===== config.mk =====
export PLATFORM = sky130hd
export DESIGN_NAME = hss_top
export DESIGN_NICKNAME = d
export VERILOG_FILES = /design/src/logic/hss_pkg.sv /design/src/logic/hss_top.sv
export SDC_FILE = /design/constraint.sdc
export NUM_CORES = 2
export LEC_CHECK = 0
export BUFFER_PORTS_ARGS = -buffer_cell sky130_fd_sc_hd__buf_2
export CAP_MARGIN = 20
export CORE_MARGIN = 5
export CORE_UTILIZATION = 59
export CTS_CLUSTER_SIZE = 24
export DETAILED_ROUTE_END_ITERATION = 12
export PLACE_DENSITY = 0.91
export SLEW_MARGIN = 25
export SYNTH_ARGS = -nofsm -noshare
export SYNTH_HDL_FRONTEND = slang
export SYNTH_SLANG_ARGS = --single-unit

===== constraint.sdc =====
create_clock -name mclk -period 13.9 [get_ports mclk]
set_input_delay 1.39 -clock mclk [delete_from_list [all_inputs] [get_ports mclk]]
set_output_delay 1.39 -clock mclk [all_outputs]
set_load 0.05 [all_outputs]

===== src/logic/hss_pkg.sv =====
package hss_pkg;
  // Terminal function codes
  localparam logic [7:0] FUNC_BIAS      = 8'h32; // 50 decimal
  localparam logic [7:0] FUNC_ORIENT    = 8'h2D; // 45 decimal
  localparam logic [7:0] FUNC_POS_OK    = 8'h17; // 23 decimal
  localparam logic [7:0] FUNC_SPD_POS   = 8'h49; // 73 decimal
  // Mode selector values
  localparam logic [7:0] VF_VECTOR_FB   = 8'h05;
  localparam logic [7:0] PULSE_APR      = 8'h02;
  localparam logic [7:0] PULSE_HAPR     = 8'h03;
  // Geometry and ranges
  localparam int         STOP_DIVS      = 4096;
  localparam logic [11:0] STOP_MAX      = 12'hFFF;
  localparam logic [13:0] RANGE_MAX     = 14'h270F; // 9999 pulses
  localparam logic [9:0]  DELAY_MAX     = 10'h3E7;  // 9.99 s in 10 ms units
  // Timing: delay unit of 10 ms at 40 MHz
  localparam int         CLK_HZ         = 40000000;
  localparam int         DELAY_UNIT_MS  = 10;
  localparam int         UNIT_CYCLES    = CLK_HZ / 1000 * DELAY_UNIT_MS;
  // Reset values
  localparam logic [15:0] SPEED_RST     = 16'h0000;
  localparam logic [31:0] POS_RST       = 32'h0000_0000;
  // Display digits kept
  localparam int         DISP_DIGITS    = 4;
  // Sequencer states
  typedef enum logic [2:0] {
    HSS_IDLE   = 3'b000,
    HSS_ACCEL  = 3'b001,
    HSS_WAIT_Z = 3'b010,
    HSS_POSN   = 3'b011,
    HSS_LOCK   = 3'b100
  } hss_state_t;
  // Zero-return modes
  typedef enum logic [1:0] {
    HSS_ZR_LOW   = 2'b00,
    HSS_ZR_HIGH1 = 2'b01,
    HSS_ZR_HIGH2 = 2'b10
  } hss_zr_t;
endpackage : hss_pkg


===== src/logic/hss_top.sv =====
// Behaviour
// - Bias input adds signed bias to speed in pulse position mode
// - Run with orient: accelerate to search speed
// - Orient while running: switch to search speed
// - First Z after speed reached: position control
// - Target one turn forward, two reverse
// - Deceleration from loop gain, not decel time
// - Complete after in-range for delay
// - Complete held until orient released
// - Servo lock until run released
// - Stop position is 1/4096 of a turn
// - Z pulse defines reference point
// - Terminal codes 45 in, 23 out
// - Absolute mode needs curve 05, pulse 02 or 03
// - Pulse 03 gives quadruple resolution
// - Eight stored targets via terminals
// - Zero-return modes; no home search
// - Teaching captures running position
// - Code 73 input switches speed/position
// - Display shows four top digits
`timescale 1ns/1ps
`default_nettype none
module hss_top #(
  parameter int UNIT_CYC = hss_pkg::UNIT_CYCLES // Cycles per 10 ms
) (
  input  wire logic        mclk,                  // 40 MHz clock
  input  wire logic        rst,                   // Sync reset, high
  input  wire logic        term_in_raw,           // Orient pin, async
  input  wire logic        bias_in_raw,           // Bias pin, async
  input  wire logic        spd_in_raw,            // Speed/position pin, async
  input  wire logic        enc_z_raw,             // Encoder Z pulse, async
  input  wire logic        run_cmd_raw,           // Run command, async
  input  wire logic [7:0]  orient_func_sel,       // Input terminal function
  input  wire logic [7:0]  bias_func_sel,         // Bias terminal function
  input  wire logic [7:0]  spd_func_sel,          // Switch terminal function
  input  wire logic [7:0]  out_func_sel,          // Output terminal function
  input  wire logic [15:0] bias_frequency_amount, // Bias magnitude
  input  wire logic        bias_frequency_sign,   // 1 = negative bias
  input  wire logic [15:0] speed_cmd_in,          // Base speed command
  input  wire logic        pulse_pos_mode,        // Pulse-string position mode
  input  wire logic [15:0] home_search_speed,     // Search speed
  input  wire logic        home_search_direction, // 1 = reverse
  input  wire logic [11:0] home_stop_position,    // Stop division 0..4095
  input  wire logic [15:0] encoder_pulses_per_rev,// Encoder pulses per turn
  input  wire logic [13:0] home_completion_range, // Pulses
  input  wire logic [9:0]  home_completion_delay, // 10 ms units
  input  wire logic [7:0]  position_loop_gain,    // Loop gain
  input  wire logic [31:0] motor_speed_fb,        // Present speed
  input  wire logic [31:0] encoder_position,      // Present position, pulses
  input  wire logic [7:0]  vf_curve_select_motor1,// Curve selector
  input  wire logic [7:0]  control_pulse_select,  // Pulse mode selector
  input  wire logic [2:0]  stage_select,          // Stored target index
  input  wire logic [1:0]  zero_return_mode,      // Zero-return selection
  input  wire logic        teach_strobe,          // Capture current position
  input  wire logic [31:0] display_value,         // Value to show
  output var  logic [15:0] speed_cmd_out,         // Speed command to drive
  output var  logic        position_ctrl_active,  // Position loop engaged
  output var  logic [31:0] position_target,       // Target in pulses
  output var  logic [15:0] decel_rate,            // Position-loop decel step
  output var  logic        positioning_complete_output, // Positioning done
  output var  logic        servo_lock,            // Holding position
  output var  logic        abs_mode,              // Absolute position mode
  output var  logic        hires_mode,            // Quadruple resolution
  output var  logic [31:0] abs_target,            // Selected absolute target
  output var  logic [1:0]  zero_return_active,    // Active zero-return mode
  output var  logic [15:0] display_digits         // Four top digits, hex
);
  // Synchroniser stage one and two for each pin
  logic [4:0] sync1_reg;  // First stage, read only by second stage
  logic [4:0] sync2_reg;  // Safe copies
  logic       z_prev_reg; // Edge detect for Z
  logic       ort_prev_reg;
  logic       orientation_request_input, bias, speed_position_switch_input, zpin, run;

  // Double flop all pin inputs
  always_ff @(posedge mclk) begin
    if (rst) begin
      sync1_reg <= 5'h00;
      sync2_reg <= 5'h00;
    end else begin
      sync1_reg <= {run_cmd_raw, enc_z_raw, spd_in_raw, bias_in_raw, term_in_raw};
      sync2_reg <= sync1_reg;
    end
  end

  assign orientation_request_input  = sync2_reg[0] && (orient_func_sel == hss_pkg::FUNC_ORIENT);
  assign bias = sync2_reg[1] && (bias_func_sel == hss_pkg::FUNC_BIAS);
  assign speed_position_switch_input  = sync2_reg[2] && (spd_func_sel == hss_pkg::FUNC_SPD_POS);
  assign zpin = sync2_reg[3];
  assign run  = sync2_reg[4];

  // Edge history for Z and orient
  always_ff @(posedge mclk) begin
    if (rst) begin
      z_prev_reg   <= 1'b0;
      ort_prev_reg <= 1'b0;
    end else begin
      z_prev_reg   <= zpin;
      ort_prev_reg <= orientation_request_input;
    end
  end

  logic z_rise;
  assign z_rise = zpin && !z_prev_reg;

  // Mode decode
  logic abs_sel, hires_sel;
  assign abs_sel = (vf_curve_select_motor1 == hss_pkg::VF_VECTOR_FB) &&
                   ((control_pulse_select == hss_pkg::PULSE_APR) ||
                    (control_pulse_select == hss_pkg::PULSE_HAPR));
  assign hires_sel = abs_sel && (control_pulse_select == hss_pkg::PULSE_HAPR);

  // A zero-length delay unit would never let the dwell counter advance
  if (UNIT_CYC < 1) begin : g_unit_check
    $error("UNIT_CYC must be at least one");
  end

  // Sequencer state
  hss_pkg::hss_state_t state_reg, state_next;

  // Completion timing, declared early so the sequencer can see it
  logic [31:0] unit_cnt_reg; // Cycles inside the current delay unit
  logic [9:0]  units_reg;    // Whole delay units spent in range
  logic        in_range;     // Remaining distance inside the window
  logic        done_set;     // Completion fires this cycle

  // Stop offset in pulses: stop * ppr / 4096
  logic [27:0] stop_prod;
  logic [31:0] stop_pulses;
  logic [31:0] turns_pulses;
  assign stop_prod   = 28'(home_stop_position) * 28'(encoder_pulses_per_rev);
  assign stop_pulses = 32'(stop_prod >> 12);
  assign turns_pulses = home_search_direction ? 32'({encoder_pulses_per_rev, 1'b0})
                                              : 32'(encoder_pulses_per_rev);

  // Remaining pulse distance
  logic [31:0] remain;
  logic [31:0] diff;
  assign diff   = position_target - encoder_position;
  assign remain = diff[31] ? (~diff + 32'h1) : diff;

  logic speed_reached;
  assign speed_reached = (motor_speed_fb == 32'(home_search_speed));

  // Sequencer next state
  always_comb begin
    state_next = state_reg;
    case (state_reg)
      hss_pkg::HSS_IDLE: begin
        if (orientation_request_input && run && !abs_sel) state_next = hss_pkg::HSS_ACCEL;
      end
      hss_pkg::HSS_ACCEL: begin
        if (!orientation_request_input || !run) state_next = hss_pkg::HSS_IDLE;
        else if (speed_reached) state_next = hss_pkg::HSS_WAIT_Z;
      end
      hss_pkg::HSS_WAIT_Z: begin
        if (!orientation_request_input || !run) state_next = hss_pkg::HSS_IDLE;
        else if (z_rise) state_next = hss_pkg::HSS_POSN;
      end
      hss_pkg::HSS_POSN: begin
        if (!run) state_next = hss_pkg::HSS_IDLE;
        // Lock on the same edge that raises completion, not one later
        else if (done_set) state_next = hss_pkg::HSS_LOCK;
      end
      hss_pkg::HSS_LOCK: begin
        if (!run) state_next = hss_pkg::HSS_IDLE;
      end
      default: state_next = hss_pkg::HSS_IDLE;
    endcase
  end

  // State register
  always_ff @(posedge mclk) begin
    if (rst) state_reg <= hss_pkg::HSS_IDLE;
    else     state_reg <= state_next;
  end

  // Target latch at the Z pulse
  always_ff @(posedge mclk) begin
    if (rst) begin
      position_target <= hss_pkg::POS_RST;
    end else if (state_reg == hss_pkg::HSS_WAIT_Z && z_rise) begin
      if (home_search_direction)
        position_target <= encoder_position - turns_pulses - stop_pulses;
      else
        position_target <= encoder_position + turns_pulses + stop_pulses;
    end
  end

  // Speed command with bias and search override
  logic [16:0] biased;
  always_comb begin
    biased = {1'b0, speed_cmd_in};
    if (bias && pulse_pos_mode) begin
      if (bias_frequency_sign) biased = {1'b0, speed_cmd_in} - {1'b0, bias_frequency_amount};
      else                     biased = {1'b0, speed_cmd_in} + {1'b0, bias_frequency_amount};
    end
  end

  always_ff @(posedge mclk) begin
    if (rst) begin
      speed_cmd_out <= hss_pkg::SPEED_RST;
    end else if (state_next == hss_pkg::HSS_POSN || state_next == hss_pkg::HSS_LOCK) begin
      // Position loop owns the shaft, so the speed command is zero
      speed_cmd_out <= hss_pkg::SPEED_RST;
    end else if (state_next == hss_pkg::HSS_ACCEL || state_next == hss_pkg::HSS_WAIT_Z) begin
      speed_cmd_out <= home_search_speed;
    end else begin
      speed_cmd_out <= biased[15:0];
    end
  end

  // Position-loop deceleration step
  always_ff @(posedge mclk) begin
    if (rst) begin
      decel_rate <= hss_pkg::SPEED_RST;
    end else begin
      decel_rate <= 16'({8'h00, position_loop_gain} * 16'(remain[7:0]) >> 4);
    end
  end

  // Position control and servo lock flags
  always_ff @(posedge mclk) begin
    if (rst) begin
      position_ctrl_active <= 1'b0;
      servo_lock           <= 1'b0;
    end else begin
      position_ctrl_active <= (state_next == hss_pkg::HSS_POSN) ||
                              (state_next == hss_pkg::HSS_LOCK) || (abs_sel && !speed_position_switch_input);
      servo_lock           <= (state_next == hss_pkg::HSS_LOCK);
    end
  end

  // Completion window
  assign in_range = (state_reg == hss_pkg::HSS_POSN) &&
                    (remain <= 32'(home_completion_range));
  assign done_set = orientation_request_input && in_range && (units_reg >= home_completion_delay) &&
                    (out_func_sel == hss_pkg::FUNC_POS_OK);

  always_ff @(posedge mclk) begin
    if (rst || !in_range) begin
      unit_cnt_reg <= 32'h0;
      units_reg    <= 10'h000;
    end else if (units_reg < home_completion_delay) begin
      if (unit_cnt_reg == 32'(UNIT_CYC - 1)) begin
        unit_cnt_reg <= 32'h0;
        units_reg    <= units_reg + 10'h001;
      end else begin
        unit_cnt_reg <= unit_cnt_reg + 32'h1;
      end
    end
  end

  // Completion output
  always_ff @(posedge mclk) begin
    if (rst) begin
      positioning_complete_output <= 1'b0;
    end else if (!orientation_request_input) begin
      positioning_complete_output <= 1'b0;
    end else if (done_set) begin
      positioning_complete_output <= 1'b1;
    end
  end

  // Absolute mode stored targets
  logic [31:0] stage_mem [8];
  always_ff @(posedge mclk) begin
    if (rst) begin
      for (int i = 0; i < 8; i++) stage_mem[i] <= hss_pkg::POS_RST;
    end else if (teach_strobe && abs_sel) begin
      stage_mem[stage_select] <= hires_sel ? encoder_position : {encoder_position[29:0], 2'b00};
    end
  end

  // Absolute outputs
  always_ff @(posedge mclk) begin
    if (rst) begin
      abs_mode           <= 1'b0;
      hires_mode         <= 1'b0;
      abs_target         <= hss_pkg::POS_RST;
      zero_return_active <= 2'b00;
    end else begin
      abs_mode   <= abs_sel;
      hires_mode <= hires_sel;
      abs_target <= stage_mem[stage_select];
      zero_return_active <= (abs_sel && zero_return_mode != 2'b11) ? zero_return_mode : 2'b00;
    end
  end

  // Display: keep four top hex digits of nonzero span
  logic [15:0] disp_next;
  always_comb begin
    disp_next = display_value[15:0];
    for (int k = 7; k >= 4; k--) begin
      if (display_value[k*4 +: 4] != 4'h0 && disp_next == display_value[15:0])
        disp_next = display_value[(k-3)*4 +: 16];
    end
  end

  always_ff @(posedge mclk) begin
    if (rst) display_digits <= 16'h0000;
    else     display_digits <= disp_next;
  end

  // Orient edge reserved for restart bookkeeping
  logic ort_fall;
  assign ort_fall = ort_prev_reg && !orientation_request_input;
endmodule : hss_top
`default_nettype wire


* Word level (Yosys, flattened, before mapping)
Memories as Yosys holds them, arrays and structs flattened. A register that Yosys moved wholly into a read port is not among the register bits.
Index checks and enable logic that the tools add are counted.
** Storage, ports and cells
- Register bits after elaboration :: 143
- RAM bits :: 256
- Output and inout port bits :: 119
- Memories :: 1
** Memories
- stage_mem :: words 8, bits a word 32, read ports 1, clocked after Yosys merged registers in 1, write ports 8, RTL line hss_top.sv:266 : logic [31:0] stage_mem [8];
** Operators by class
- Add/subtract/negate cells :: 10
- Multipliers :: 2
- $lt $le $gt $ge :: 3
- Eq/ne operators :: 21
- Muxes and demuxes :: 29
- Bitwise gates (word level) :: 3
- Reductions and logical operators :: 42
** Operators by type and width (number)
- 32-bit 2-to-1 mux :: 5
- 16-bit 2-to-1 mux :: 7
- 32-bit by 1-bit adder with 32-bit output, second input constant :: 2
- 16-bit == test :: 3
- 32-bit by 16-bit adder with 32-bit output :: 1
- 32-bit by 17-bit adder with 32-bit output :: 1
- 32-bit by 16-bit == test with 1-bit output :: 1
- 32-bit by 19-bit == test with 1-bit output, second input constant :: 1
- 32-bit by 14-bit <= comparator with 1-bit output :: 1
- 32-bit inverter :: 1
- 32-bit OR reduction :: 1
- 32-bit by 16-bit subtractor with 32-bit output :: 1
- 32-bit by 17-bit subtractor with 32-bit output :: 1
- 32-bit subtractor :: 1
- 12-bit by 16-bit multiplier with 28-bit output :: 1
- 3-bit 2-to-1 mux :: 9
- 1-bit logical AND :: 20
- 17-bit 2-to-1 mux :: 1
- 16-bit adder :: 1
- 8-bit by 2-bit == test with 1-bit output, second input constant :: 2
- 8-bit by 6-bit == test with 1-bit output, second input constant :: 2
- 8-bit by 8-bit multiplier with 16-bit output :: 1
- 4-bit nonzero test :: 4
- 16-bit subtractor :: 1
- other kinds (18) :: 41

* Logic depth before layout (Yosys ltp)
- Depth in word-level cells :: 15
- Mapped depth :: 37
- Gate-level depth less buffers :: 36

* Least setup slack after synthesis
OpenSTA, ideal clock, no wires.
- Path type :: input -> register
- Start :: input port home_stop_position[3]
- End :: register position_target[29]
- Setup time :: 86 ps
- Data arrival time :: 9330 ps
- Slack :: 4484 ps
- Stages :: 32
- Path through :: clkbuf_1 -> nand2_1 -> fa_1 -> fa_1 -> inv_1 -> fa_1 -> fa_1 -> inv_1 -> fa_1 -> inv_1 -> ha_1 -> a21o_1 -> a211oi_1 -> o22a_1 -> o311ai_0 -> nand3_1 -> a31oi_1 -> a41oi_1 -> nand2b_1 -> a21o_1 -> xor2_1 -> fa_1 -> inv_1 -> ha_1 -> or4_1 -> or3_1 -> o221a_2 -> o41ai_1 -> a41o_1 -> nand2_1 -> xnor2_1 -> a211oi_1
** On the way
- Longest elaborated chain between the ends :: 3
- Elaborated cells on any way between the ends :: 4
- Those cells by class :: 2 x add/sub; 1 x mul; 1 x mux
** Ends and longest elaborated chain
- start: declaration :: RTL line hss_top.sv:43 : input wire logic [11:0] home_stop_position,
- 12-bit by 16-bit multiplier with 28-bit output * :: RTL line hss_top.sv:131 : assign stop_prod = 28'(home_stop_position) * 28'(encoder_pulses_per_rev);
- 32-bit by 16-bit adder with 32-bit output / 32-bit by 16-bit subtractor with 32-bit output (equally long branches) :: RTL line hss_top.sv:186, hss_top.sv:184
- 32-bit 2-to-1 mux * :: RTL line hss_top.sv:183 : if (home_search_direction)
- end signal: assignment :: RTL line hss_top.sv:181 : position_target <= hss_pkg::POS_RST;
- end signal: assignment :: RTL line hss_top.sv:184 : position_target <= encoder_position - turns_pulses - stop_pulses;
- end signal: assignment :: RTL line hss_top.sv:186 : position_target <= encoder_position + turns_pulses + stop_pulses;
- end: declaration :: RTL line hss_top.sv:58 : output var logic [31:0] position_target,
Mark *: on every way between the ends. The rest lies on a longest branch, timed or not.
A chain may end at the register's enable or synchronous reset.

* Worst setup path in the final report
- Start :: input port home_stop_position[6]
- End :: register position_target[20]
Same word-level chain as after synthesis.

==> flow_summary_export.csv <==
group,metric,value,unit
timing,hold_viol,0,
setup_path,cp_slowest_cell,"o311ai_0",
finish,design_area,38760,µm²
logic_synthesis,synth-async-reset-ratio,0,%
cts,insertion_delay,0.58,ns
cts,cts_sinks,427,
finish,area_delta_synth_final,11.39,%
placement,port_buffers,382,
finish,top_register,"stage_mem",
global_route,grt_start_max_net_pins,49,
hold_path,min-delay-path-class,"flop to flop",
power,total_leakage_power,16.97,nW
setup_path,slowest_delay,0.61,ns
setup_path,crit_top_cell,"fa_1",
power,switching_share,47.81,%
route,dr.first_iter.drc_count,3271,
cts,cts_root_buf,"clkbuf_16",
timing,slew_headroom,30.90,%
route,first_pass_iters,8,
logic_synthesis,yosysTopAreaCell,"edfxtp_1",
placement,dpl.cell_count,4797,
route,wl,103700,µm
timing,worst_pin_slew,1.034,ns
power,p_switching,4.434,mW
logic_synthesis,syn_area,34800,µm²
finish,largest_register_ffs,256,
cts,cts.path.max_buffers,3,
cts,clkTransAtPathRegs,0.06,ns
power,share_comb_of_total_power,71.6,%
setup_path,crit_family,"adder cells",
timing,rsz0062_at_grt,"no",
logic_synthesis,yosysUniqueCellTypes,94,
placement,place_area,37290,µm²
logic_synthesis,synth_ff_type,"edfxtp_1",
power,power_density,239.2,nW/µm²
floorplanning,die_h,252.9,µm
finish,fillers,4381,
floorplanning,die_w,252.9,µm
floorplanning,die_area,63940,µm²
logic_synthesis,synth_edf_count,256,
route,avgViaCountPerCell,6.194,
logic_synthesis,syn_inst,3789,
logic_synthesis,yosysWarnings,0,
placement,hpwl,75480,µm
finish,instances_no_fill,4883,
cts,post-cts-setup-buffer-count,0,
timing,max_freq,103.1,MHz
power,p_clk_share,13.0,%
power,seqPwrFrac,15.4,%
logic_synthesis,ys_top_cells_by_area,"edfxtp_1, fa_1, dfxtp_1, ha_1, nor2_1",
cts,cts_resized,0,
timing,holdWs,0.4453,ns
finish,drive_gt1_share,14.54,%
timing,finClkSkew,0.01962,ns
timing,finalSetupViolations,0,
global_route,antenna_found_initial,12,
floorplanning,io_pins,387,
timing,period_minus_slack,9.698,ns
setup_path,critPathArrivalTime,10.20,ns
setup_path,path_class,"primary input to flop",
setup_path,crit_fanout,16,
setup_path,setup.worst_path.start_class,"primary input",
logic_synthesis,avgSynthCellArea,9.185,µm²
power,p_int,4.840,mW
floorplanning,num_rows,89,
cts,cts_tree,"yes",
outcome,outcome,"completed",
setup_path,crit_buf_inv,5,
logic_synthesis,synth_top_area_share,22.09,%
placement,gp_congestion,0.9903,
timing,slew_viol_final,0,
setup_path,cp-end-kind,"flop",
global_route,grt_pass1_wl,160400,µm
route,postRouteAntennaNets,0,
global_route,grtUsageTotal,31.17,%
finish,final_nets,4756,
logic_synthesis,ys_seq_area_share,31.93,%
timing,tns,0,ns
cts,numCtsBuffers,44,
timing,fin_crit_sh,69.77,%
flow_run,drv_cap,0,
logic_synthesis,synth-seq-cells,427,
route,vias,30250,
route,drc,0,
finish,fin_util,66.06,%
floorplanning,core-area,58690,µm²
floorplanning,start_util,59.30,%
global_route,grt.overflow.total,0,
setup_path,cp_data_required_time,14.40,ns
power,ir_drop,388.7,µV
route,wire_per_inst,21.24,µm
global_route,grt_pass1_vias,30110,
cts,ctsHoldBuffers,0,
cts,cts_htree_levels,2,
[layout by cell type, fill, tap and decap left out, types with 71 or more instances in the layout]
cell type  netlist  routed
xnor2_1        112     111
fa_1           210     210
a21oi_1        158     158
inv_1          426     426
nand2_1        352     351
mux2i_1         96      96
o21ai_0         91      91
nor3_1          85      85
dfxtp_1        171     171
edfxtp_1       256     256
buf_2           13     380
xor2_1          79      79
nand3_1         71      71
nor2_1         531     530
and2_1          99      99
ha_1           208     208
[layout make-up]
cell class	count	area [µm²]	share of cell area, %
multi-input combinational	2750	21400	55.21
timing repair buffer	420	2202	5.681
antenna	5	12.51	0.03228
clock buffer	57	1210	3.121
inverter	427	1603	4.135
tap	773	967.2	2.495
sequential	427	11110	28.66
clock inverter	24	256.5	0.6617
[power by group through the flow]
| stage | logic [mW] | clock network [mW] | registers, mW |
|---|---|---|---|
| 4_1_cts | 6.51 | 1.21 | 1.43 |
| 6_report | 6.64 | 1.20 | 1.43 |
| 2_1_floorplan | 4.98 | 0 | 1.55 |
| 3_3_place_gp | 6.27 | 0 | 1.45 |
| 3_5_place_dp | 6.47 | 0 | 1.45 |
| 5_1_grt | 7.40 | 1.27 | 1.43 |
[cell families (layout without fill, tap and decap cells)]
| group | after synthesis | in the layout | synth area share (%) |
|---|---|---|---|
| xor gates and xnor gates | 191 | 191 | 4.807 |
| AOI/OAI and AO/OA | 578 | 578 | 11.24 |
| buffers and inverters | 615 | 928 | 6.734 |
| and+or+nand+nor | 1389 | 1389 | 18.50 |
| other | 1 | 9 | 0.01078 |
| adders and majority gates | 418 | 418 | 19.56 |
| DFF | 427 | 427 | 31.93 |
| muxes | 170 | 170 | 7.226 |
[routing by layer]
| metal | GRT usage (%) | vias up | share of wire (%) |
|---|---|---|---|
| met5 | 0 | - | 0.12 |
| met1 | 39.57 | 14350 | 37 |
| met4 | 13.59 | 16 | 4.8 |
| li1 | - | 13560 | - |
| met3 | 7.837 | 407 | 12 |
| met2 | 50.97 | 1912 | 46 |
[worst paths after layout]
| path | from | endpoint | slack (ns) | depth (start not counted) |
|---|---|---|---|---|
| worst min-delay path | sync1_reg[2] | sync2_reg[2] | 0.45 | 1 |
| worst min register to register | sync1_reg[2] | sync2_reg[2] | 0.45 | 1 |
| worst max-delay path | home_stop_position[6] | position_target[20] | 4.20 | 31 |
| worst max register to register | position_target[10] | decel_rate[11] | 5.32 | 28 |
[stage by stage]
step           power [mW]  setup slack [ns]
2_1_floorplan       6.527             4.484
3_3_place_gp        7.718             3.567
3_5_place_dp        7.927             3.799
4_1_cts             9.152             4.361
5_1_grt             10.10             3.832
6_report            9.274             4.202
[cell usage after synthesis, drive strengths merged (40+ instances only)]
library cell    n
nor2          531
and2           99
nand2         352
a211oi         47
mux2i          96
nor3           86
ha            208
a21o           40
mux4           64
dfxtp         171
edfxtp        256
xor2           79
clkbuf        157
o21ai          95
xnor2         112
nand3          71
fa            210
inv           426
a21oi         158
[worst register-to-register path: cells and delay by family (launching register included)]
kind	cells	cell delay, ns
AO/OA/AOI/OAI	16	3.54
XOR/XNOR	1	0.81
adder cells (fa/ha/maj)	6	2.78
buffers and inverters	3	0.16
flip-flops	1	0.33
AND/OR/NAND/NOR	2	0.86
Power figures use the tool's default switching activity.
